### src/hdl/alr_pkg.sv
package alr_pkg;

   // Register byte offsets
   localparam logic [7:0]  ALR_OFS_CTRL    = 8'h00;
   localparam logic [7:0]  ALR_OFS_TIMING  = 8'h04;
   localparam logic [7:0]  ALR_OFS_REF     = 8'h08;
   localparam logic [7:0]  ALR_OFS_STAT    = 8'h0c;

   // Control field positions
   localparam int          ALR_CTRL_PATH   = 0;
   localparam int          ALR_CTRL_REC_EN = 1;
   localparam int          ALR_CTRL_PLY_EN = 2;
   localparam int          ALR_CTRL_FOFF   = 3;
   localparam int          ALR_CTRL_FATT   = 4;
   localparam int          ALR_CTRL_EQBYP  = 5;

   // Timing field positions
   localparam int          ALR_TIM_WAIT    = 0;
   localparam int          ALR_TIM_STEP    = 4;
   localparam int          ALR_TIM_FAST    = 8;
   localparam int          ALR_TIM_LMTH    = 12;

   // Reference field positions
   localparam int          ALR_REF_REC     = 0;
   localparam int          ALR_REF_PLAY    = 8;

   // Writable bits and reset values
   localparam logic [31:0] ALR_CTRL_MASK   = 32'h0000_003f;
   localparam logic [31:0] ALR_TIM_MASK    = 32'h0000_7373;
   localparam logic [31:0] ALR_REF_MASK    = 32'h0000_3fff;
   localparam logic [31:0] ALR_RST_CTRL    = 32'h0000_0001;
   localparam logic [31:0] ALR_RST_TIMING  = 32'h0000_0000;
   localparam logic [31:0] ALR_RST_REF     = 32'h0000_28e1;

   // Gain in fine units of 0.375/352 dB
   localparam logic signed [17:0] ALR_FU_REC      = 18'sh00160;
   localparam logic signed [17:0] ALR_FU_PLAY     = 18'sh00580;
   localparam logic [7:0]         ALR_REC_ZERO    = 8'h91;
   localparam logic [7:0]         ALR_REC_MUTEMAX = 8'h04;
   localparam logic [5:0]         ALR_PLAY_ZERO   = 6'h24;
   localparam logic [5:0]         ALR_PLAY_MUTE   = 6'h00;

   // Readback quantiser
   localparam logic signed [17:0] ALR_RB_FLOOR_FU = 18'sh10800;
   localparam logic signed [17:0] ALR_GAIN_MIN    = -ALR_RB_FLOOR_FU;
   localparam logic [17:0]        ALR_RB_STEP_FU  = 18'h002c0;
   localparam logic [17:0]        ALR_RB_TOP_IDX  = 18'h00090;
   localparam logic [17:0]        ALR_RB_LOW_IDX  = 18'h00019;
   localparam logic [17:0]        ALR_RB_BIAS     = 18'h00020;
   localparam logic [7:0]         ALR_RB_MAX      = 8'hff;
   localparam logic [7:0]         ALR_RB_LOW      = 8'h10;
   localparam logic [7:0]         ALR_RB_MUTE     = 8'h00;

   // Recovery timing counted in sample ticks, and recovery step sizes in fine units
   localparam logic [10:0] ALR_WAIT_BASE   = 11'h080;
   localparam logic [2:0]  ALR_STEP_COARSE = 3'h4;
   localparam logic [2:0]  ALR_STEP_FINE   = 3'h1;
   localparam logic [2:0]  ALR_STEP_SLOW   = 3'h3;
   localparam logic [5:0]  ALR_IVL_BASE    = 6'h01;
   localparam logic [15:0] ALR_FAST_STEPS  = 16'hc643;
   localparam logic [4:0]  ALR_RATT_IVL0   = 5'h04;
   localparam logic [4:0]  ALR_RATT_IVL1   = 5'h10;

   // Bus responses
   localparam logic [1:0]  ALR_RESP_OKAY   = 2'h0;
   localparam logic [1:0]  ALR_RESP_SLVERR = 2'h2;

   typedef enum logic [1:0] {
      ALR_IDLE,
      ALR_WAIT,
      ALR_RECOVER
   } alr_mode_t;

   function automatic logic [10:0] alr_wait_len(input logic [1:0] sel);
      return ALR_WAIT_BASE << sel;
   endfunction : alr_wait_len

   function automatic logic [2:0] alr_step_fine(input logic [2:0] sel);
      return (sel < ALR_STEP_SLOW) ? (ALR_STEP_COARSE >> sel) : ALR_STEP_FINE;
   endfunction : alr_step_fine

   function automatic logic [5:0] alr_step_ivl(input logic [2:0] sel);
      return (sel < ALR_STEP_SLOW) ? ALR_IVL_BASE : (ALR_IVL_BASE << (sel - 3'h2));
   endfunction : alr_step_ivl

   function automatic logic [3:0] alr_fast_step(input logic [1:0] sel);
      return ALR_FAST_STEPS[{sel, 2'b00} +: 4];
   endfunction : alr_fast_step

endpackage : alr_pkg

### src/hdl/alr_gain_code.sv
`timescale 1ns/100ps
module alr_gain_code
   import alr_pkg::*;
(
   // Clock and reset
   input  wire logic               clk_i,
   input  wire logic               nrst_i,
   // Working gain
   input  wire logic signed [17:0] gain_i,
   input  wire logic               mute_i,
   input  wire logic               active_i,
   // Coarse code
   output logic [7:0]              code_o
);

   typedef struct packed {
      logic [7:0] code;
   } alr_code_regs_t;

   alr_code_regs_t state_ff;
   alr_code_regs_t nxt_state;
   logic [17:0]    lifted;
   logic [17:0]    idx;

   // Gain never drops below the floor, so the lifted value is never negative
   assign lifted = 18'(gain_i + ALR_RB_FLOOR_FU);
   assign idx    = lifted / ALR_RB_STEP_FU;

   always_comb begin
      nxt_state = state_ff;
      if (active_i) begin
         if (mute_i) begin
            nxt_state.code = ALR_RB_MUTE;
         end else if (idx >= ALR_RB_TOP_IDX) begin
            nxt_state.code = ALR_RB_MAX;
         end else if (idx < ALR_RB_LOW_IDX) begin
            nxt_state.code = ALR_RB_LOW;
         end else begin
            nxt_state.code = 8'((idx << 1) - ALR_RB_BIAS);
         end
      end
   end

   always_ff @(posedge clk_i) begin
      if (!nrst_i) begin
         state_ff <= '0;
      end else begin
         state_ff <= nxt_state;
      end
   end

   assign code_o = state_ff.code;

endmodule : alr_gain_code

### src/hdl/alr_recovery.sv
// Design decisions made here: the AXI4-Lite register port and the register offsets.
`timescale 1ns/100ps
module alr_recovery
   import alr_pkg::*;
(
   // Clock and reset
   input  wire logic               clk_i,
   input  wire logic               nrst_i,
   // AXI4-Lite slave
   input  wire logic [7:0]         s_axi_awaddr_i,
   input  wire logic               s_axi_awvalid_i,
   output logic                    s_axi_awready_o,
   input  wire logic [31:0]        s_axi_wdata_i,
   input  wire logic [3:0]         s_axi_wstrb_i,
   input  wire logic               s_axi_wvalid_i,
   output logic                    s_axi_wready_o,
   output logic [1:0]              s_axi_bresp_o,
   output logic                    s_axi_bvalid_o,
   input  wire logic               s_axi_bready_i,
   input  wire logic [7:0]         s_axi_araddr_i,
   input  wire logic               s_axi_arvalid_i,
   output logic                    s_axi_arready_o,
   output logic [31:0]             s_axi_rdata_o,
   output logic [1:0]              s_axi_rresp_o,
   output logic                    s_axi_rvalid_o,
   input  wire logic               s_axi_rready_i,
   // Level detection and limiter
   input  wire logic               fs_tick_i,
   input  wire logic               limiter_busy_i,
   input  wire logic               att_pulse_i,
   input  wire logic [9:0]         att_amt_i,
   input  wire logic               out_ge_reset_i,
   input  wire logic               out_ge_limit_i,
   input  wire logic               peak_hi_i,
   input  wire logic               impulse_i,
   // Gain and settings out
   output logic signed [17:0]      working_gain_o,
   output logic                    gain_mute_o,
   output logic [7:0]              gain_readback_o,
   output logic                    recovering_o,
   output logic                    path_select_o,
   output logic [2:0]              limiter_threshold_sel_o,
   output logic                    level_eq_bypass_o
);

   typedef struct packed {
      logic [31:0]        ctrl;
      logic [31:0]        timing;
      logic [31:0]        refl;
      logic               aw_have;
      logic [7:0]         aw_addr;
      logic               w_have;
      logic [31:0]        w_data;
      logic [3:0]         w_strb;
      logic               bvalid;
      logic [1:0]         bresp;
      logic               rvalid;
      logic [31:0]        rdata;
      logic [1:0]         rresp;
      alr_mode_t          mode;
      logic [10:0]        timer;
      logic [6:0]         ivl;
      logic               fast;
      logic [4:0]         ratt;
      logic [17:0]        ref_att;
      logic signed [17:0] gain;
      logic               gain_mute;
   } alr_regs_t;

   localparam alr_regs_t ALR_REGS_RST = '{ctrl: ALR_RST_CTRL, timing: ALR_RST_TIMING,
                                          refl: ALR_RST_REF, mode: ALR_IDLE, default: '0};

   alr_regs_t          state_ff;
   alr_regs_t          nxt_state;
   logic               en;
   logic               fast_off;
   logic [7:0]         rec_code;
   logic [5:0]         play_code;
   logic               ref_mute;
   logic signed [17:0] ref_fine;
   logic signed [17:0] tgt;
   logic signed [18:0] sum;
   logic signed [18:0] diff;
   logic signed [17:0] lowered;
   logic [3:0]         step_amt;
   logic [6:0]         ivl_len;
   logic               fire;
   logic [4:0]         ratt_len;
   logic [7:0]         rb_code;

   function automatic logic [31:0] alr_merge(input logic [31:0] old, input logic [31:0] data,
                                            input logic [3:0] strb, input logic [31:0] mask);
      logic [31:0] res;
      res = old;
      for (int i = 0; i < 4; i++) begin
         if (strb[i]) begin
            res[8*i +: 8] = data[8*i +: 8];
         end
      end
      return res & mask;
   endfunction : alr_merge

   // Settings decode
   assign path_select_o = state_ff.ctrl[ALR_CTRL_PATH];
   assign en = path_select_o ? state_ff.ctrl[ALR_CTRL_REC_EN]
                             : state_ff.ctrl[ALR_CTRL_PLY_EN];
   assign fast_off  = state_ff.ctrl[ALR_CTRL_FOFF];
   assign rec_code  = state_ff.refl[ALR_REF_REC +: 8];
   assign play_code = state_ff.refl[ALR_REF_PLAY +: 6];
   assign ref_mute  = path_select_o ? (rec_code <= ALR_REC_MUTEMAX)
                                    : (play_code == ALR_PLAY_MUTE);
   assign ref_fine  = path_select_o
      ? (($signed({10'h000, rec_code}) - $signed({10'h000, ALR_REC_ZERO})) * ALR_FU_REC)
      : (($signed({12'h000, play_code}) - $signed({12'h000, ALR_PLAY_ZERO})) * ALR_FU_PLAY);
   assign tgt = ref_fine - $signed(state_ff.ref_att);

   // Step and interval
   assign step_amt = state_ff.fast ? alr_fast_step(state_ff.timing[ALR_TIM_FAST +: 2])
                 : {1'b0, alr_step_fine(state_ff.timing[ALR_TIM_STEP +: 3])};
   // Doubling the interval halves the rate above -12 dBFS, cheaper than a second step table
   assign ivl_len = peak_hi_i ? {alr_step_ivl(state_ff.timing[ALR_TIM_STEP +: 3]), 1'b0}
                              : {1'b0, alr_step_ivl(state_ff.timing[ALR_TIM_STEP +: 3])};
   assign fire     = state_ff.fast || (7'(state_ff.ivl + 7'h01) >= ivl_len);
   assign ratt_len = state_ff.ctrl[ALR_CTRL_FATT] ? ALR_RATT_IVL1 : ALR_RATT_IVL0;
   assign sum      = $signed({state_ff.gain[17], state_ff.gain}) + $signed({15'h0000, step_amt});
   assign diff     = $signed({state_ff.gain[17], state_ff.gain}) - $signed({9'h000, att_amt_i});
   assign lowered  = (diff < $signed({ALR_GAIN_MIN[17], ALR_GAIN_MIN})) ? ALR_GAIN_MIN
                                                                          : diff[17:0];

   always_comb begin
      nxt_state = state_ff;
      // Write channel: address and data may arrive in either order
      if (s_axi_awvalid_i && s_axi_awready_o) begin
         nxt_state.aw_have = 1'b1;
         nxt_state.aw_addr = s_axi_awaddr_i;
      end
      if (s_axi_wvalid_i && s_axi_wready_o) begin
         nxt_state.w_have = 1'b1;
         nxt_state.w_data = s_axi_wdata_i;
         nxt_state.w_strb = s_axi_wstrb_i;
      end
      if (state_ff.bvalid && s_axi_bready_i) begin
         nxt_state.bvalid = 1'b0;
      end
      if (state_ff.aw_have && state_ff.w_have && !state_ff.bvalid) begin
         nxt_state.aw_have = 1'b0;
         nxt_state.w_have  = 1'b0;
         nxt_state.bvalid  = 1'b1;
         nxt_state.bresp   = ALR_RESP_OKAY;
         case (state_ff.aw_addr)
            ALR_OFS_CTRL: begin
               nxt_state.ctrl = alr_merge(state_ff.ctrl, state_ff.w_data, state_ff.w_strb,
                                          ALR_CTRL_MASK);
            end
            ALR_OFS_TIMING: begin
               nxt_state.timing = alr_merge(state_ff.timing, state_ff.w_data, state_ff.w_strb,
                                            ALR_TIM_MASK);
            end
            ALR_OFS_REF: begin
               nxt_state.refl = alr_merge(state_ff.refl, state_ff.w_data, state_ff.w_strb,
                                          ALR_REF_MASK);
            end
            ALR_OFS_STAT: begin
               nxt_state.bresp = ALR_RESP_OKAY;
            end
            default: begin
               nxt_state.bresp = ALR_RESP_SLVERR;
            end
         endcase
      end
      // Read channel
      if (state_ff.rvalid && s_axi_rready_i) begin
         nxt_state.rvalid = 1'b0;
      end
      if (s_axi_arvalid_i && s_axi_arready_o) begin
         nxt_state.rvalid = 1'b1;
         nxt_state.rresp  = ALR_RESP_OKAY;
         nxt_state.rdata  = '0;
         case (s_axi_araddr_i)
            ALR_OFS_CTRL: begin
               nxt_state.rdata = state_ff.ctrl;
            end
            ALR_OFS_TIMING: begin
               nxt_state.rdata = state_ff.timing;
            end
            ALR_OFS_REF: begin
               nxt_state.rdata = state_ff.refl;
            end
            ALR_OFS_STAT: begin
               nxt_state.rdata = {21'h000000, state_ff.fast, 2'(state_ff.mode), rb_code};
            end
            default: begin
               nxt_state.rresp = ALR_RESP_SLVERR;
            end
         endcase
      end
      // Recovery engine
      if (impulse_i && !fast_off) begin
         nxt_state.fast = 1'b1;
      end
      if (fast_off) begin
         nxt_state.fast    = 1'b0;
         nxt_state.ref_att = '0;
      end
      if (!en) begin
         nxt_state.mode      = ALR_IDLE;
         nxt_state.timer     = '0;
         nxt_state.ivl       = '0;
         nxt_state.ratt      = '0;
         nxt_state.fast      = 1'b0;
         nxt_state.ref_att   = '0;
         nxt_state.gain      = ref_fine;
         nxt_state.gain_mute = ref_mute;
      end else if (limiter_busy_i || state_ff.mode == ALR_IDLE) begin
         // Wait restarts from zero once the limiter lets go
         nxt_state.mode  = ALR_WAIT;
         nxt_state.timer = '0;
         nxt_state.ivl   = '0;
         if (att_pulse_i) begin
            nxt_state.gain = lowered;
         end
      end else if (fs_tick_i) begin
         unique case (state_ff.mode)
            ALR_IDLE: begin
               nxt_state.mode = ALR_WAIT;
            end
            ALR_WAIT: begin
               if (out_ge_reset_i) begin
                  nxt_state.timer = '0;
               end else if (state_ff.timer ==
                            11'(alr_wait_len(state_ff.timing[ALR_TIM_WAIT +: 2]) - 11'h001)) begin
                  nxt_state.mode  = ALR_RECOVER;
                  nxt_state.timer = '0;
                  nxt_state.ivl   = '0;
                  nxt_state.ratt  = '0;
               end else begin
                  nxt_state.timer = 11'(state_ff.timer + 11'h001);
               end
            end
            ALR_RECOVER: begin
               if (out_ge_reset_i && !out_ge_limit_i) begin
                  nxt_state.mode  = ALR_WAIT;
                  nxt_state.timer = '0;
               end else begin
                  nxt_state.ivl = fire ? 7'h00 : 7'(state_ff.ivl + 7'h01);
                  if (fire && state_ff.gain < tgt) begin
                     nxt_state.gain = (sum >= $signed({tgt[17], tgt})) ? tgt : sum[17:0];
                  end
                  if (state_ff.fast) begin
                     if (sum >= $signed({tgt[17], tgt})) begin
                        nxt_state.fast    = 1'b0;
                        nxt_state.ref_att = '0;
                        nxt_state.ratt    = '0;
                     end else if (5'(state_ff.ratt + 5'h01) == ratt_len) begin
                        nxt_state.ratt    = '0;
                        nxt_state.ref_att = 18'(state_ff.ref_att + 18'h00001);
                     end else begin
                        nxt_state.ratt = 5'(state_ff.ratt + 5'h01);
                     end
                  end
               end
            end
         endcase
      end
      if (en) begin
         nxt_state.gain_mute = ref_mute;
      end
   end

   always_ff @(posedge clk_i) begin
      if (!nrst_i) begin
         state_ff <= ALR_REGS_RST;
      end else begin
         state_ff <= nxt_state;
      end
   end

   alr_gain_code u_gain_code (
      .clk_i    (clk_i),
      .nrst_i   (nrst_i),
      .gain_i   (state_ff.gain),
      .mute_i   (state_ff.gain_mute),
      .active_i (en),
      .code_o   (rb_code)
   );

   assign s_axi_awready_o         = !state_ff.aw_have && !state_ff.bvalid;
   assign s_axi_wready_o          = !state_ff.w_have && !state_ff.bvalid;
   assign s_axi_bvalid_o          = state_ff.bvalid;
   assign s_axi_bresp_o           = state_ff.bresp;
   assign s_axi_arready_o         = !state_ff.rvalid;
   assign s_axi_rvalid_o          = state_ff.rvalid;
   assign s_axi_rdata_o           = state_ff.rdata;
   assign s_axi_rresp_o           = state_ff.rresp;
   assign working_gain_o          = state_ff.gain;
   assign gain_mute_o             = state_ff.gain_mute;
   assign gain_readback_o         = rb_code;
   assign recovering_o            = (state_ff.mode == ALR_RECOVER);
   assign limiter_threshold_sel_o = state_ff.timing[ALR_TIM_LMTH +: 3];
   assign level_eq_bypass_o       = state_ff.ctrl[ALR_CTRL_EQBYP];

   a_wait_restart: assert property (@(posedge clk_i) disable iff (!nrst_i)
      en && limiter_busy_i |=> state_ff.mode == ALR_WAIT && state_ff.timer == 11'h000)
      else $error("wait not restarted by limiter");

   a_wait_done: assert property (@(posedge clk_i) disable iff (!nrst_i)
      en && !limiter_busy_i && fs_tick_i && state_ff.mode == ALR_WAIT && !out_ge_reset_i
      && state_ff.timer == 11'(alr_wait_len(state_ff.timing[ALR_TIM_WAIT +: 2]) - 11'h001)
      |=> recovering_o)
      else $error("recovery did not start after wait");

   a_gain_cap: assert property (@(posedge clk_i) disable iff (!nrst_i)
      en && $stable(ref_fine) && state_ff.gain <= tgt |=> state_ff.gain <= tgt)
      else $error("gain raised past reference");

   a_step_size: assert property (@(posedge clk_i) disable iff (!nrst_i)
      en && recovering_o && fs_tick_i && !limiter_busy_i && !state_ff.fast && !peak_hi_i
      && !(out_ge_reset_i && !out_ge_limit_i) && state_ff.timing[ALR_TIM_STEP +: 3] == 3'h0
      && state_ff.gain < 18'(tgt - 18'sh00004)
      |=> state_ff.gain == 18'($past(state_ff.gain) + 18'sh00004))
      else $error("wrong recovery step");

   a_slow_peak: assert property (@(posedge clk_i) disable iff (!nrst_i)
      en && recovering_o && fs_tick_i && peak_hi_i && !state_ff.fast && !limiter_busy_i
      && state_ff.ivl == 7'h00 |=> $stable(state_ff.gain))
      else $error("recovery not slowed by peak");

   a_timer_clear: assert property (@(posedge clk_i) disable iff (!nrst_i)
      en && recovering_o && fs_tick_i && !limiter_busy_i && out_ge_reset_i && !out_ge_limit_i
      |=> state_ff.mode == ALR_WAIT ##0 state_ff.timer == 11'h000)
      else $error("wait timer not cleared");

   a_timer_run: assert property (@(posedge clk_i) disable iff (!nrst_i)
      en && !limiter_busy_i && fs_tick_i && state_ff.mode == ALR_WAIT && !out_ge_reset_i
      && !recovering_o ##1 state_ff.mode == ALR_WAIT
      |-> state_ff.timer == 11'($past(state_ff.timer) + 11'h001))
      else $error("wait timer not running");

   a_fast_off: assert property (@(posedge clk_i) disable iff (!nrst_i)
      fast_off |=> !state_ff.fast)
      else $error("fast recovery while disabled");

   a_readback_mute: assert property (@(posedge clk_i) disable iff (!nrst_i)
      en && state_ff.gain_mute |=> gain_readback_o == ALR_RB_MUTE)
      else $error("mute not reported");

   a_path_off: assert property (@(posedge clk_i) disable iff (!nrst_i)
      !en |=> state_ff.mode == ALR_IDLE && state_ff.gain == $past(ref_fine) ##1 !recovering_o)
      else $error("recovery while disabled");

endmodule : alr_recovery

### config.mk
export PLATFORM = sky130hd
export DESIGN_NAME = alr_recovery
export DESIGN_NICKNAME = d
export VERILOG_FILES = /design/src/hdl/alr_pkg.sv /design/src/hdl/alr_gain_code.sv /design/src/hdl/alr_recovery.sv
export SDC_FILE = /design/constraint.sdc
export NUM_CORES = 1
export LEC_CHECK = 0
export ABC_AREA = 0
export BUFFER_PORTS_ARGS = -buffer_cell sky130_fd_sc_hd__buf_2
export CORE_MARGIN = 1.5
export CORE_UTILIZATION = 45
export DETAILED_ROUTE_END_ITERATION = 8
export REMOVE_ABC_BUFFERS = 1
export SYNTH_ARGS = -nofsm -noshare
export SYNTH_HDL_FRONTEND = slang
export SYNTH_SLANG_ARGS = --single-unit
### constraint.sdc
create_clock -name clk_i -period 7.73 [get_ports clk_i]
set_input_delay 0.773 -clock clk_i [delete_from_list [all_inputs] [get_ports clk_i]]
set_output_delay 0.773 -clock clk_i [all_outputs]
set_load 0.01 [all_outputs]
======== Word-level counts from Yosys, hierarchy flattened ========
Index checks and enable logic that the tools add are counted.
word-level totals
  register bits after elaboration ......... 166
  input port bits ......................... 76
  output and inout bits ................... 74
  word-level logic and storage cells ...... 174
cells by class
  add/subtract/negate cells ............... 13
  multiply operators ...................... 2
  div/mod/pow operators ................... 1
  magnitude comparators ................... 8
  equal/unequal tests ..................... 23
  shift operators ......................... 4
  multiplexer cells ....................... 51
  bitwise gates (word level) .............. 3
  reductions and logical operators ........ 44
operators with widths
  cell                                                  number
  two-way mux 18 bit                                    9
  two-way mux 61 bit                                    1
  one-hot mux 15 bit (4 select lines)                   1
  two-way mux 49 bit                                    1
  two-way mux 24 bit                                    2
  two-way mux 36 bit                                    1
  one-hot mux 18 bit (2 select lines)                   1
  two-way mux 35 bit                                    1
  == test 8 x 4 -> 1 bit, second input constant         4
  two-way mux 7 bit                                     4
  two-way mux 8 bit                                     3
  two-way mux 23 bit                                    1
  two-way mux 11 bit                                    2
  two-way mux 5 bit                                     4
  adder 18 x 5 -> 19 bit                                1
  >= comparator 19 x 18 -> 1 bit                        1
  < comparator 19 x 18 -> 1 bit, second input constant  1
  two-way mux 19 bit                                    1
  subtractor 18 x 11 -> 19 bit                          1
  adder 18 x 1 -> 18 bit, second input constant         1
  adder 18 bit, second input constant                   1
  divider 18 x 10 -> 18 bit, second input constant      1
  >= comparator 18 x 8 -> 1 bit, second input constant  1
  < comparator 18 bit                                   1
  53 further kinds                                      104

======== Depth between registers and ports, before layout ========
Gate-level depths: netlist (run 1).
  depth after elaboration ................. 13
  depth in mapped cells ................... 36
  mapped depth without buffers ............ 35

======== By module ========
A second synthesis (run 1) with hierarchy kept.
second synthesis, totals
  cells, all modules ...................... 1,940
  area, all modules ....................... 14,695.3 sq um
by module, submodules not included
  module         times used  cells an instance  area each (sq um)  sequential area each (sq um)
  alr_recovery   1           1,559              12,026.5           2,782.7
  alr_gain_code  1           381                2,668.8            160.2

======== Least setup slack after synthesis (run 1) ========
No wires, ideal clock.
  path type ............................... reg-to-reg
  start point ............................. register state_ff (netlist bit rec_code[0])
  end point ............................... register state_ff (netlist bit working_gain_o[5])
  setup time .............................. 0.128 ns
  arrival time ............................ 6.299 ns
  required time ........................... 7.602 ns
  slack ................................... 1.303 ns
  stages on the path, launching flop included .. 34
  path buffers ............................ 2
  period minus slack after synthesis ...... 6.427 ns
  path through ............................ dfxtp_1 > inv_1 > ha_1 > nor3b_1 > xnor2_1 > inv_1 > fa_1 > inv_1 > ha_1 > xnor2_1 > mux2_2 > ha_1 > o21a_1 > o21a_1 > o21a_1 > o21a_1 > nor2_1 > o21bai_1 > a21oi_1 > o21bai_1 > a21oi_1 > xnor2_1 > ha_1 > nand4_1 > o21bai_1 > a41o_1 > o21ai_1 > clkbuf_1 > clkbuf_1 > nand2_1 > o211ai_1 > o31ai_1 > a221oi_1 > nor2_1
between the ends
  cells in the longest elaborated chain, start to end .. 12
  elaborated cells between the ends (all ways) .. 16
  classes of those cells .................. add/sub (2); mul (1); order compare (2); eq/ne (1); mux (8); reduce/logical (2)
RTL lines
  item                            RTL line             text
  start, declared                 alr_recovery.sv:73   alr_regs_t state_ff;
  start signal, assigned          alr_recovery.sv:274  state_ff <= nxt_state;
  subtractor 8 x 8 -> 9 bit (*)   alr_recovery.sv:113  ? (($signed({10'h000, rec_code}) - $signed({10'h000, ALR_REC_ZERO})) * ALR_FU_REC)
  multiplier 9 x 5 -> 13 bit (*)  alr_recovery.sv:113
  two-way mux 18 bit (*)          alr_recovery.sv:113
  subtractor 18 bit               alr_recovery.sv:115  assign tgt = ref_fine - $signed(state_ff.ref_att);
  >= comparator 19 x 18 -> 1 bit  alr_recovery.sv:247  nxt_state.gain = (sum >= $signed({tgt[17], tgt})) ? tgt : sum[17:0];
  two-way mux 18 bit              alr_recovery.sv:247
  two-way mux 18 bit              alr_recovery.sv:246  if (fire && state_ff.gain < tgt) begin
  two-way mux 49 bit              alr_recovery.sv:241  if (out_ge_reset_i && !out_ge_limit_i) begin
  two-way mux 36 bit              alr_recovery.sv:223  unique case (state_ff.mode)
  two-way mux 61 bit              alr_recovery.sv:222  end else if (fs_tick_i) begin
  two-way mux 18 bit              alr_recovery.sv:214  end else if (limiter_busy_i || state_ff.mode == ALR_IDLE) begin
  two-way mux 18 bit              alr_recovery.sv:205  if (!en) begin
Mark *: on every way between the ends. The rest lies on a longest branch, timed or not. The select of a mux whose other input is x is not followed.
A chain may end at the register's enable or synchronous reset.

======== Worst setup path in the final report (run 1) ========
  start point ............................. register state_ff (netlist bit rec_code[0])
  end point ............................... register state_ff (netlist bit working_gain_o[2])
between the ends
  cells in the longest elaborated chain, start to end .. 12
  elaborated cells between the ends (all ways) .. 16
  classes of those cells .................. add/sub (2); mul (1); order compare (2); eq/ne (1); mux (8); reduce/logical (2)
RTL lines
  item                            RTL line
  subtractor 8 x 8 -> 9 bit (*)   alr_recovery.sv:113
  multiplier 9 x 5 -> 13 bit (*)  alr_recovery.sv:113
  two-way mux 18 bit (*)          alr_recovery.sv:113
  subtractor 18 bit (*)           alr_recovery.sv:115
  >= comparator 19 x 18 -> 1 bit  alr_recovery.sv:247
  two-way mux 18 bit              alr_recovery.sv:247
  two-way mux 18 bit              alr_recovery.sv:246
  two-way mux 49 bit              alr_recovery.sv:241
  two-way mux 36 bit              alr_recovery.sv:223
  two-way mux 61 bit              alr_recovery.sv:222
  two-way mux 18 bit              alr_recovery.sv:214
  two-way mux 18 bit              alr_recovery.sv:205
Marked as above.

==> results of run 1 <==
-- flip-flops by register name, indices dropped and copies added, names as in the netlist, 3 cells and up --
register and cells:
limiter_threshold_sel_o 3, u_gain_code.code_o 8, s_axi_rdata_o 15, working_gain_o 18
state_ff 81, play_code 6, rec_code 8
-- cell type report --
| class | count | area, um^2 |
|---|---|---|
| clock buffer | 18 | 429 |
| sequential | 147 | 2940 |
| fill | 2973 | 15000 |
| tap | 390 | 488 |
| multi-input combinational | 1392 | 9420 |
| clock inverter | 14 | 118 |
| inverter | 140 | 526 |
| timing repair buffer | 124 | 653 |
-- stage by stage --
step,total power [W],hold slack [ns],utilization (%),area (um^2)
floorplan,0.00105,0.436,-,12900
global placement,0.00115,0.439,47.4,14000
CTS,0.00195,0.458,49.3,14600
detailed placement,0.00116,0.448,47.4,14000
finish,0.00193,0.457,49.3,14600
global route,0.00202,0.469,49.3,14600
-- layout by cell type (no fill, tap or decap), types with 8 or more instances in the layout --
master,netlist,layout
sky130_fd_sc_hd__nand2_1,190,190
sky130_fd_sc_hd__nor2_1,186,184
sky130_fd_sc_hd__dfxtp_1,147,147
sky130_fd_sc_hd__a21oi_1,143,143
sky130_fd_sc_hd__inv_1,136,136
sky130_fd_sc_hd__ha_1,122,122
sky130_fd_sc_hd__buf_2,9,111
sky130_fd_sc_hd__o21ai_0,73,73
sky130_fd_sc_hd__xnor2_1,59,58
sky130_fd_sc_hd__mux2i_1,45,44
sky130_fd_sc_hd__nand3_1,41,41
sky130_fd_sc_hd__a21o_1,37,37
sky130_fd_sc_hd__xor2_1,36,36
sky130_fd_sc_hd__nor3_1,32,32
sky130_fd_sc_hd__and3_1,27,27
sky130_fd_sc_hd__nor2b_1,25,25
sky130_fd_sc_hd__o21a_1,23,23
sky130_fd_sc_hd__nand2b_1,21,21
sky130_fd_sc_hd__nand4_1,20,20
sky130_fd_sc_hd__conb_1,1,19
sky130_fd_sc_hd__clkbuf_16,0,17
sky130_fd_sc_hd__o21bai_1,16,16
sky130_fd_sc_hd__a22oi_1,15,15
sky130_fd_sc_hd__a31oi_1,13,13
sky130_fd_sc_hd__a211oi_1,13,13
sky130_fd_sc_hd__a21boi_0,13,13
sky130_fd_sc_hd__buf_4,59,13
sky130_fd_sc_hd__nor4_1,12,12
sky130_fd_sc_hd__and2_1,12,12
sky130_fd_sc_hd__o22ai_1,12,12
sky130_fd_sc_hd__o211ai_1,12,12
sky130_fd_sc_hd__fa_1,12,12
sky130_fd_sc_hd__mux2_2,8,8
sky130_fd_sc_hd__or3_1,8,8
sky130_fd_sc_hd__o31ai_1,8,8
-- worst max-delay path, delay by kind of cell, from the launching register on --
| family | cells | cell delay (ns) |
|---|---|---|
| xor+xnor | 2 | 0.50 |
| simple gates | 4 | 0.41 |
| compound gates | 16 | 2.58 |
| fa+ha+maj | 6 | 1.98 |
| flops | 1 | 0.51 |
| buf+inv | 5 | 1.03 |
-- cells in the mapped netlist, drive strengths merged (6+ instances only) --
library cell  count  share of area (%)
nor2            187                5.2
o21a             23                1.3
o211ai           12               0.67
inv             137                3.8
o21ai            79                3.1
nand3            42                1.6
a21o             37                2.1
a21boi           14               0.78
nand2b           21               0.97
nand4            20               0.93
xnor2            61                4.1
mux2              9               0.75
o22ai            12               0.56
fa               12                1.8
o31ai             9               0.60
a21oi           148                5.6
ha              122                 11
dfxtp           147                 22
xor2             36                2.3
a32oi             7               0.45
mux2i            45                3.3
nor4             12               0.56
o32ai             6               0.39
nand2           191                5.4
nor2b            25                1.2
a22oi            15               0.83
or2               8               0.37
a31oi            13               0.60
buf              70                3.7
and2             13               0.60
o21bai           16               0.89
a211oi           14               0.87
clkbuf           54                1.5
nor3             34                1.3
and3             27                1.2
or3              10               0.54
-- logic make-up after synthesis --
logic type                 count (synthesis)
xor gates and xnor gates                  97
buffers and inverters                    264
adders and majority gates                134
AOI/OAI and AO/OA                        470
and+or+nand+nor                          614
other                                      1
muxes                                     58
DFF                                      147
-- worst max-delay path by stage --
| stage | start | endpoint | slack [ns] | cells past startpoint |
|---|---|---|---|---|
| 2_1_floorplan | rec_code[0]$_SDFFE_PN1P_ | working_gain_o[16]$_SDFFE_PN0P_ | 0.84 | 31 |
| 3_3_place_gp | rec_code[0]$_SDFFE_PN1P_ | working_gain_o[8]$_SDFFE_PN0P_ | 0.58 | 30 |
| 3_5_place_dp | rec_code[0]$_SDFFE_PN1P_ | working_gain_o[7]$_SDFFE_PN0P_ | 0.49 | 30 |
| 4_1_cts | rec_code[0]$_SDFFE_PN1P_ | working_gain_o[7]$_SDFFE_PN0P_ | 0.44 | 30 |
| 5_1_grt | rec_code[0]$_SDFFE_PN1P_ | working_gain_o[11]$_SDFFE_PN0P_ | 0.07 | 35 |
| 6_report | rec_code[0]$_SDFFE_PN1P_ | working_gain_o[2]$_SDFFE_PN0P_ | 0.58 | 33 |
-- power by group --
group          switching [W]  total (W)  leakage (nW)  internal (W)
sequential         0.0000144   0.000785          1.19      0.000770
combinational       0.000222   0.000358          4.92      0.000137
clock               0.000371   0.000791         0.249      0.000419
-- routing by layer --
metal	vias to the layer above	wire length, um
li1	6300	-
met2	307	17600
met5	-	0
met1	5833	18000
met4	0	749
met3	41	1560
==> load_flow_metrics.sql, run 1 <==
INSERT INTO impl_metrics (metric_group, metric, value, unit) VALUES
('status', 'status', 'finished, final reports clean', ''),
('synth', 'synth_top_family_by_area', 'compound AO/OA/AOI/OAI gates', ''),
('synth', 'synth_cell_types', '100', ''),
('critical_path', 'critical_path_peak_fanout', '14', ''),
('synth', 'ys.flop_type', 'sky130_fd_sc_hd__dfxtp_1', ''),
('synth', 'synth-seq-area-share', '21.8', '%'),
('critical_path', 'required_time_at_the_worst_slack_endpoint', '8.02', 'ns'),
('routing', 'wirelength', '37.9', 'mm'),
('sta', 'postLayoutSetupSlackWorst', '0.578', 'ns'),
('clock_network', 'cts_num_sinks', '147', ''),
('min_path', 'holdCritPathClass', 'flop to flop', ''),
('synth', 'ys_warn_count', '0', ''),
('layout', 'area.growth.synth_to_final', '7.89', '%'),
('sta', 'relSlewSlack', '34.0', '%'),
('sta', 'period_minus_slack', '7.15', 'ns'),
('synth', 'synth-xor-area-share', '6.40', '%'),
('global_routing', 'via_count_of_the_first_global_routing_pass', '11800', ''),
('synth', 'synth_seq_cells', '147', ''),
('global_routing', 'met1_usage', '33.0', '%'),
('layout', 'fin_nets', '2032', ''),
('clock_network', 'cts.repair_timing.setup_buffer_count', '0', ''),
('global_routing', 'gr-total-overflow', '0', ''),
('sta', 'rsz_0062_raised_after_global_routing', 'no', ''),
('global_routing', 'grtUsageMet3', '2.52', '%'),
('clock_network', 'cts_htree_levels', '4', ''),
('global_routing', 'globalRouteMet2Util', '41.8', '%'),
('die', 'start_util', '45.7', '%'),
('clock_network', 'clk_latency', '0.43', 'ns'),
('global_routing', 'grt_pass1_wl', '61.8', 'mm'),
('die', 'placement_rows', '63', ''),
('power', 'irDropWorstVdd', '127', 'uV'),
('die', 'die-height', '176', 'um'),
('sta', 'finalSetupViolations', '0', ''),
('sta', 'fmax', '140', 'MHz'),
('sta', 'hold_viol', '0', ''),
('routing', 'routed-via-count', '12500', ''),
('critical_path', 'worst-setup-path-type', 'flop to flop', ''),
('routing', 'routedWlPerCell', '17.0', 'um'),
('routing', 'via_per_inst', '5.61', ''),
('placement', 'io_buffer_count', '111', ''),
('clock_network', 'postCtsResizedCells', '0', ''),
('clock_network', 'clock_tree.root_cell', 'sky130_fd_sc_hd__clkbuf_16', ''),
('global_routing', 'antenna_found_initial', '0', ''),
('placement', 'place_hpwl', '29.1', 'mm'),
('clock_network', 'cts_tree', 'built', ''),
('routing', 'drt_first_iter_violations', '803', ''),
('die', 'die-area', '0.0311', 'mm^2'),
('sta', 'totalNegativeSetupSlack', '0', 'ns'),
('placement', 'dpl_worst_slack', '0.485', 'ns'),
('layout', 'layout-drive-gt1-share', '11.3', '%'),
('global_routing', 'gr-max-usage-layer', 'met2', ''),
('clock_network', 'clk_pin_slew_worst_paths', '0.07', 'ns'),
('synth', 'synth-compound-area-share', '23.5', '%'),
('critical_path', 'worstPathArrival', '7.44', 'ns'),
('clock_network', 'ctsHoldBuffers', '0', ''),
('die', 'coreArea', '0.0296', 'mm^2'),
('global_routing', 'grt_usage', '24.6', '%'),
('sta', 'worst_pin_slew', '0.990', 'ns'),
('sta', 'fin_worst_skew', '0.0131', 'ns'),
('routing', 'firstDrtPassIters', '5', ''),
('synth', 'synthSimpleGateAreaFrac', '21.4', '%'),
('clock_network', 'numCtsBuffers', '17', ''),
('synth', 'cells_after_synthesis', '1785', ''),
('synth', 'synth-adder-area-share', '13.1', '%'),
('layout', 'final_cell_count_no_fill', '2225', ''),
('critical_path', 'worstSetupEndpointType', 'flop', ''),
('critical_path', 'regToRegStartpoint', 'rec_code[0]$_SDFFE_PN1P_', ''),
('min_path', 'min_from', 's_axi_rdata_o[11]$_SDFFE_PN0P_', ''),
('critical_path', 'critical-path-max-stage-delay', '0.51', 'ns'),
('power', 'leakage', '6.36', 'nW'),
('min_path', 'hold-path-cell-count', '2', '');
No activity file was read; power rests on OpenSTA's default activity.
==> inputs of run 2 (changes only) <==
CTS_BUF_LIST = sky130_fd_sc_hd__clkbuf_4 sky130_fd_sc_hd__clkbuf_8   (was unset)
==> run 2 against run 1 <==
Net effect:
- worst setup slack gained 0.021 ns
- global-route usage down 0.13 points
- sequential share of layout area grew 0.26 points
- non-clock buffer count is the same
- count of clock-buffer cells in the layout stayed put
- critical path depth unchanged
- largest cell class unchanged
- utilization decreased by 0.63 points
- critical path type unchanged
- routed wire length hardly changed
- sequential power hardly changed
==> load_flow_metrics.sql, run 2 (synthesis results as in run 1) <==
INSERT INTO impl_metrics (metric_group, metric, value, unit) VALUES
('die', 'coreArea', '0.0296', 'mm^2'),
('sta', 'worst_pin_slew', '0.990', 'ns'),
('layout', 'layout-drive-gt1-share', '11.4', '%'),
('die', 'placement_rows', '63', ''),
('layout', 'most_used_cells_in_the_layout_excluding_fill_and_tap_cells', 'sky130_fd_sc_hd__nand2_1, sky130_fd_sc_hd__nor2_1, sky130_fd_sc_hd__dfxtp_1', ''),
('critical_path', 'worstPathArrival', '7.46', 'ns'),
('power', 'irDropWorstVdd', '95.0', 'uV'),
('critical_path', 'reg2reg_to', 'working_gain_o[2]$_SDFFE_PN0P_', ''),
('routing', 'antenna_violating_nets_post_route', '0', ''),
('sta', 'period_minus_slack', '7.13', 'ns'),
('critical_path', 'setup.worst_path.start_class', 'flop', ''),
('power', 'power_density_cells', '119', 'mW/mm^2'),
('clock_network', 'numCtsBuffers', '17', ''),
('placement', 'gpl.final_weighted_congestion', '0.925', ''),
('flow_run', 'max-cap-violations', '0', ''),
('critical_path', 'critical_path_peak_fanout', '14', ''),
('sta', 'fmax', '140', 'MHz'),
('critical_path', 'worstSetupEndpointType', 'flop', ''),
('sta', 'totalNegativeSetupSlack', '0', 'ns'),
('routing', 'via_per_inst', '5.63', ''),
('sta', 'rsz_0062_raised_after_global_routing', 'no', ''),
('clock_network', 'cts_tree', 'built', ''),
('clock_network', 'cts_max_path_buffers', '2', ''),
('routing', 'firstDrtPassIters', '5', ''),
('placement', 'io_buffer_count', '111', ''),
('critical_path', 'reg2reg_setup_slack', '0.60', 'ns'),
('global_routing', 'grt_usage', '24.5', '%'),
('min_path', 'holdCritPathClass', 'flop to flop', ''),
('clock_network', 'cts_num_sinks', '147', ''),
('global_routing', 'grt_pass1_wl', '61.4', 'mm'),
('global_routing', 'gr-total-overflow', '0', ''),
('layout', 'fin_nets', '2032', ''),
('critical_path', 'worst-setup-path-type', 'flop to flop', ''),
('clock_network', 'clk_pin_slew_worst_paths', '0.10', 'ns'),
('global_routing', 'antenna_found_initial', '0', ''),
('power', 'leakage', '6.28', 'nW'),
('critical_path', 'timing.critical_path.slowest_stage_cell', 'sky130_fd_sc_hd__dfxtp_1', ''),
('clock_network', 'clock_tree.root_cell', 'sky130_fd_sc_hd__clkbuf_8', ''),
('routing', 'routedWlPerCell', '17.0', 'um'),
('routing', 'routed-via-count', '12500', ''),
('sta', 'slew_limit_fails', '0', ''),
('critical_path', 'setup.worst_path.start', 'rec_code[0]$_SDFFE_PN1P_', ''),
('global_routing', 'via_count_of_the_first_global_routing_pass', '11800', ''),
('clock_network', 'cts_htree_levels', '4', ''),
('critical_path', 'critPathCapture', 'working_gain_o[2]$_SDFFE_PN0P_', ''),
('sta', 'relSlewSlack', '34.0', '%'),
('clock_network', 'clk_latency', '0.47', 'ns'),
('sta', 'hold_viol', '0', ''),
('critical_path', 'required_time_at_the_worst_slack_endpoint', '8.06', 'ns'),
('routing', 'post-route-drc-count', '0', ''),
('routing', 'wirelength', '37.9', 'mm'),
('placement', 'place_hpwl', '29.1', 'mm'),
('status', 'status', 'finished, final reports clean', ''),
('critical_path', 'worst-r2r-cell-count', '33', ''),
('die', 'die-area', '0.0311', 'mm^2'),
('die', 'die-height', '176', 'um'),
('routing', 'drt_first_iter_violations', '848', ''),
('sta', 'finalSetupViolations', '0', ''),
('critical_path', 'regToRegStartpoint', 'rec_code[0]$_SDFFE_PN1P_', ''),
('layout', 'largest_register_ff_count', '81', ''),
('layout', 'registers.top_by_ff_count', 'state_ff', ''),
('sta', 'finalCritPeriodShare', '92.3', '%'),
('layout', 'filler_cell_count', '2985', ''),
('power', 'power.total', '0.00172', 'W'),
('clock_network', 'ctsHoldBuffers', '0', ''),
('critical_path', 'critical-path-max-stage-delay', '0.51', 'ns'),
('global_routing', 'largest_net_degree_at_the_start_of_global_routing', '90', ''),
('die', 'floorplan.die.width', '176', 'um'),
('sta', 'fin_worst_skew', '0.0196', 'ns'),
('layout', 'final_common_cell', 'sky130_fd_sc_hd__nand2_1', ''),
('layout', 'area.growth.synth_to_final', '6.50', '%'),
('die', 'start_util', '45.7', '%'),
('die', 'ios', '150', ''),
('layout', 'diodes', '0', '');
run 2: cell counts in the layout (fill, tap and decap cells not counted):
No cell type changed its count.
run 2: critical path: cells and delay by family, from the launching register on:
kind,cells,cell delay [ns]
buffers and inverters,5,1.02
XOR/XNOR,2,0.47
AND/OR/NAND/NOR,4,0.40
AO/OA/AOI/OAI,16,2.60
flip-flops,1,0.51
adder cells (fa/ha/maj),6,1.97
run 2: report_power, final:
| part | leakage [nW] | internal [W] | total (W) | switching [W] |
|---|---|---|---|---|
| Combinational | 4.92 | 0.000137 | 0.000358 | 0.000222 |
| Sequential | 1.19 | 0.000770 | 0.000784 | 0.0000145 |
| Clock | 0.165 | 0.000234 | 0.000577 | 0.000343 |
| Total | 6.28 | 0.00114 | 0.00172 | 0.000579 |
run 2: per-stage QoR:
step | std cells | hold slack, ns | util [%] | setup WS [ns] | area [um^2]
floorplan | 1679 | 0.436 | - | 0.836 | 12900
global placement | 2193 | 0.439 | 47.4 | 0.575 | 14000
detailed placement | 2193 | 0.448 | 47.4 | 0.485 | 14000
CTS | 2225 | 0.451 | 48.6 | 0.432 | 14400
global route | 2225 | 0.463 | 48.7 | 0.0546 | 14400
finish | 2225 | 0.461 | 48.7 | 0.599 | 14400
run 2: final cells by class:
cell class	instances	area, um^2	share of cell area (%)
clock buffer	18	241	1.68
multi-input combinational	1392	9420	65.5
timing repair buffer	124	653	4.54
tap	390	488	3.39
sequential	147	2940	20.4
clock inverter	14	118	0.817
inverter	140	526	3.65
run 2: worst min-delay path by stage:
stage	from	endpoint	cells past startpoint
6_report	state_ff[119]$_SDFFE_PN0P_	state_ff[119]$_SDFFE_PN0P_	2
5_1_grt	s_axi_rready_i	s_axi_rvalid_o$_SDFFE_PN0P_	2
4_1_cts	s_axi_rready_i	s_axi_rvalid_o$_SDFFE_PN0P_	2
3_5_place_dp	s_axi_rdata_o[11]$_SDFFE_PN0P_	s_axi_rdata_o[11]$_SDFFE_PN0P_	2
3_3_place_gp	s_axi_rdata_o[11]$_SDFFE_PN0P_	s_axi_rdata_o[11]$_SDFFE_PN0P_	2
2_1_floorplan	state_ff[112]$_SDFFE_PN0P_	state_ff[112]$_SDFFE_PN0P_	2
run 2: repair_timing:
| action | CTS | global route |
|---|---|---|
| setup endpoints to repair | 0 | 17 |
| setup buffers | 0 | 0 |
| gates resized for setup | 0 | 3 |
| hold endpoints to repair | 0 | 0 |
run 2: layer usage:
metal	up-vias	share of wire, %	global-route usage [%]
li1	6296	-	-
met1	5836	47	33.0
met4	0	2.0	6.23
met2	348	46	41.5
met3	46	4.6	2.61
met5	-	0	0
==> inputs of run 3 (changes only) <==
ABC_CLOCK_PERIOD_IN_PS = 7730   (was unset)
CAP_MARGIN = 15   (was unset)
SYNTH_HIERARCHICAL = 1   (was unset)
==> run 3 against run 2 <==
Net effect:
- highest routed layer unchanged
- non-clock buffer count is 27 higher
- clock skew up 0.0045 ns
- worst setup slack got worse by 0.064 ns
- final cell count is 9.2% higher
- largest cell class unchanged
- count of clock-buffer cells in the layout did not move
- maximum frequency down 0.88%
- utilization up 0.67 points
- register-to-register slack worse by 0.06 ns
==> load_flow_metrics.sql, run 3 <==
INSERT INTO impl_metrics (metric_group, metric, value, unit) VALUES
('status', 'status', 'finished, final reports clean', ''),
('routing', 'post-route-drc-count', '0', ''),
('sta', 'rsz_0062_raised_after_global_routing', 'no', ''),
('sta', 'fmax', '139', 'MHz'),
('synth', 'synth.cells.most_frequent', 'sky130_fd_sc_hd__nand2_1, sky130_fd_sc_hd__nor2_1, sky130_fd_sc_hd__a21oi_1, sky130_fd_sc_hd__dfxtp_1, sky130_fd_sc_hd__ha_1', ''),
('synth', 'cells_after_synthesis', '1940', ''),
('placement', 'gpl.final_weighted_congestion', '0.895', ''),
('die', 'die-area', '0.0337', 'mm^2'),
('sta', 'slew_limit_fails', '0', ''),
('synth', 'synth-edff-count', '0', ''),
('critical_path', 'worst-setup-path-type', 'flop to flop', ''),
('global_routing', 'via_count_of_the_first_global_routing_pass', '13200', ''),
('flow_run', 'max-cap-violations', '0', ''),
('power', 'netSwitchingPower', '0.000583', 'W'),
('global_routing', 'largest_net_degree_at_the_start_of_global_routing', '73', ''),
('die', 'coreArea', '0.0319', 'mm^2'),
('layout', 'largest_register_ff_count', '81', ''),
('synth', 'synth-seq-area-share', '20.0', '%'),
('layout', 'utilization', '49.4', '%'),
('sta', 'postLayoutSetupSlackWorst', '0.535', 'ns'),
('die', 'ios', '150', ''),
('sta', 'fin_worst_skew', '0.0241', 'ns'),
('global_routing', 'antenna_found_initial', '2', ''),
('synth', 'post_synth_instance_area', '0.0147', 'mm^2'),
('routing', 'antenna_violating_nets_post_route', '0', ''),
('die', 'floorplan.die.width', '184', 'um'),
('layout', 'registers.top_by_ff_count', 'state_ff', ''),
('power', 'power_density_cells', '111', 'mW/mm^2'),
('die', 'placement_rows', '65', ''),
('layout', 'area.growth.synth_to_final', '7.08', '%'),
('sta', 'finalCritPeriodShare', '93.1', '%'),
('routing', 'via_per_inst', '5.82', ''),
('global_routing', 'grt_usage', '25.1', '%'),
('global_routing', 'gr-total-overflow', '0', ''),
('clock_network', 'numCtsBuffers', '17', ''),
('sta', 'worst_pin_slew', '1.05', 'ns'),
('clock_network', 'clk_pin_slew_worst_paths', '0.09', 'ns'),
('power', 'p_int', '0.00117', 'W'),
('sta', 'relSlewSlack', '29.9', '%'),
('placement', 'io_buffer_count', '111', ''),
('sta', 'totalNegativeSetupSlack', '0', 'ns'),
('synth', 'synth_cell_types', '113', ''),
('power', 'irDropWorstVdd', '116', 'uV'),
('sta', 'finalSetupViolations', '0', ''),
('clock_network', 'clock_tree.root_cell', 'sky130_fd_sc_hd__clkbuf_8', ''),
('global_routing', 'grt_pass1_wl', '68.2', 'mm'),
('synth', 'synth.top_cell.area_share', '20.0', '%'),
('synth', 'ys.flop_type', 'sky130_fd_sc_hd__dfxtp_1', ''),
('critical_path', 'required_time_at_the_worst_slack_endpoint', '8.14', 'ns'),
('critical_path', 'timing.critical_path.slowest_stage_cell', 'sky130_fd_sc_hd__fa_1', ''),
('clock_network', 'clk_latency', '0.48', 'ns'),
('sta', 'hold_viol', '0', ''),
('critical_path', 'worstSetupEndpointType', 'flop', ''),
('synth', 'netlist_top_cells_area', 'sky130_fd_sc_hd__dfxtp_1, sky130_fd_sc_hd__ha_1, sky130_fd_sc_hd__a21oi_1', ''),
('clock_network', 'ctsHoldBuffers', '0', ''),
('die', 'die-height', '184', 'um'),
('routing', 'drt_first_iter_violations', '910', ''),
('routing', 'firstDrtPassIters', '5', ''),
('min_path', 'holdCritPathClass', 'flop to flop', ''),
('power', 'seqPwrFrac', '44.5', '%'),
('sta', 'period_minus_slack', '7.19', 'ns'),
('clock_network', 'cts_htree_levels', '4', ''),
('synth', 'async_flop_share', '0', '%'),
('layout', 'fin_nets', '2183', ''),
('synth', 'syn-mean-instance-area', '7.57', 'um^2'),
('critical_path', 'worstPathArrival', '7.61', 'ns'),
('clock_network', 'cts_tree', 'built', ''),
('synth', 'netlist.top_cell.by_area', 'sky130_fd_sc_hd__dfxtp_1', ''),
('synth', 'synth_seq_cells', '147', ''),
('routing', 'routedWlPerCell', '17.4', 'um'),
('routing', 'routed-via-count', '14100', ''),
('clock_network', 'cts_max_path_buffers', '2', ''),
('power', 'power.share.switching', '33.3', '%'),
('placement', 'dpl_worst_slack', '0.151', 'ns'),
('layout', 'sequential_cell_area', '0.00294', 'mm^2'),
('layout', 'most_used_cells_in_the_layout_excluding_fill_and_tap_cells', 'sky130_fd_sc_hd__nand2_1, sky130_fd_sc_hd__nor2_1, sky130_fd_sc_hd__a21oi_1, sky130_fd_sc_hd__dfxtp_1, sky130_fd_sc_hd__ha_1', ''),
('clock_network', 'cts_num_sinks', '147', ''),
('routing', 'wirelength', '42.2', 'mm'),
('power', 'combinational_share_of_power', '20.7', '%'),
('power', 'power.clock.fraction', '34.8', '%'),
('critical_path', 'setup.worst_path.start_class', 'flop', ''),
('critical_path', 'critical-path-max-stage-delay', '0.50', 'ns'),
('placement', 'place_hpwl', '32.6', 'mm'),
('die', 'start_util', '46.1', '%'),
('layout', 'filler_cell_count', '3313', ''),
('layout', 'multi_input_gate_area', '0.0106', 'mm^2'),
('sta', 'hold_ws', '0.458', 'ns'),
('synth', 'library_cell_with_the_highest_instance_count_after_synthesis', 'sky130_fd_sc_hd__nand2_1', ''),
('layout', 'final_common_cell', 'sky130_fd_sc_hd__nand2_1', ''),
('power', 'leakage', '6.75', 'nW'),
('critical_path', 'critical_path_peak_fanout', '7', ''),
('layout', 'layout-drive-gt1-share', '13.6', '%'),
('synth', 'ys_warn_count', '6', '');
==> run 3: cell count changes after synthesis, moves of 11 or more <==
cell                       previous run  this run
sky130_fd_sc_hd__a211oi_1            13        24
sky130_fd_sc_hd__and3_1              27        38
sky130_fd_sc_hd__a21o_1              37        17
sky130_fd_sc_hd__nand3_1             41        63
sky130_fd_sc_hd__nor3_1              32        70
sky130_fd_sc_hd__o21ai_0             73       102
sky130_fd_sc_hd__inv_1              136       111
sky130_fd_sc_hd__nor2_1             186       175
==> run 3: kinds of logic (layout without fill, tap and decap cells) <==
kind of cell               count (synthesis)  count (layout)  share of synthesized area, %
and+or+nand+nor                          700             700                          23.7
DFF                                      147             147                          20.0
xor gates and xnor gates                 105             105                          6.54
muxes                                     59              59                          4.43
other                                      1              20                        0.0255
buffers and inverters                    261             297                          8.83
AOI/OAI and AO/OA                        540             540                          25.1
adders and majority gates                127             127                          11.4
==> run 3: per-stage QoR <==
| stage | power, W | cell area [um^2] | cells |
|---|---|---|---|
| after floorplan | 0.00105 | 13900 | 1811 |
| after global routing | 0.00184 | 15700 | 2430 |
| final | 0.00175 | 15700 | 2430 |
| after CTS | 0.00176 | 15700 | 2426 |
| after detailed placement | 0.00115 | 15300 | 2394 |
| after global placement | 0.00115 | 15300 | 2394 |
==> run 3: worst paths after layout <==
check	slack, ns	startpoint	endpoint	cells after the start
max	0.54	rec_code[0]$_SDFFE_PN1P_	working_gain_o[6]$_SDFFE_PN0P_	30
min	0.46	state_ff[116]$_SDFFE_PN0P_	state_ff[116]$_SDFFE_PN0P_	2
max reg2reg	0.54	rec_code[0]$_SDFFE_PN1P_	working_gain_o[6]$_SDFFE_PN0P_	30
min reg2reg	0.46	state_ff[116]$_SDFFE_PN0P_	state_ff[116]$_SDFFE_PN0P_	2
==> run 3: metal layers <==
metal  wire (um)  global-route usage [%]  up-vias
met5           0                       0        -
met3        2040                    3.03       81
met1       19400                    33.2     6624
met2       19200                    41.5      406
li1            -                       -     7036
met4        1550                    10.1        0
==> run 3: power groups by stage <==
| stage | clock, W | combinational, W | sequential [W] |
|---|---|---|---|
| global route | 0.000657 | 0.000404 | 0.000782 |
| CTS | 0.000625 | 0.000355 | 0.000780 |
| floorplan | 0 | 0.000243 | 0.000805 |
| finish | 0.000611 | 0.000364 | 0.000780 |
| global placement | 0 | 0.000351 | 0.000797 |
| detailed placement | 0 | 0.000354 | 0.000797 |
==> run 3: cell type report <==
type	instances	area share [%]
multi-input combinational	1550	67.2
sequential	147	18.7
timing repair buffer	151	5.44
tap	435	3.46
inverter	114	2.72
clock buffer	18	1.53
clock inverter	14	0.914
antenna	1	0.0159
==> run 3: worst max-delay path: cells and delay by family, from the launching register on <==
kind                       cells  cell delay, ns
DFF                            1            0.32
and+or+nand+nor                6            1.57
adders and majority gates      6            2.09
xor gates and xnor gates       2            0.35
AOI/OAI and AO/OA             12            2.46
buffers and inverters          4            0.34
==> run 3: repair_timing <==
item                                    4_1_cts  5_1_grt
buffers inserted                              0        3
resized for setup                             0       16
endpoints found under the setup margin        0       38
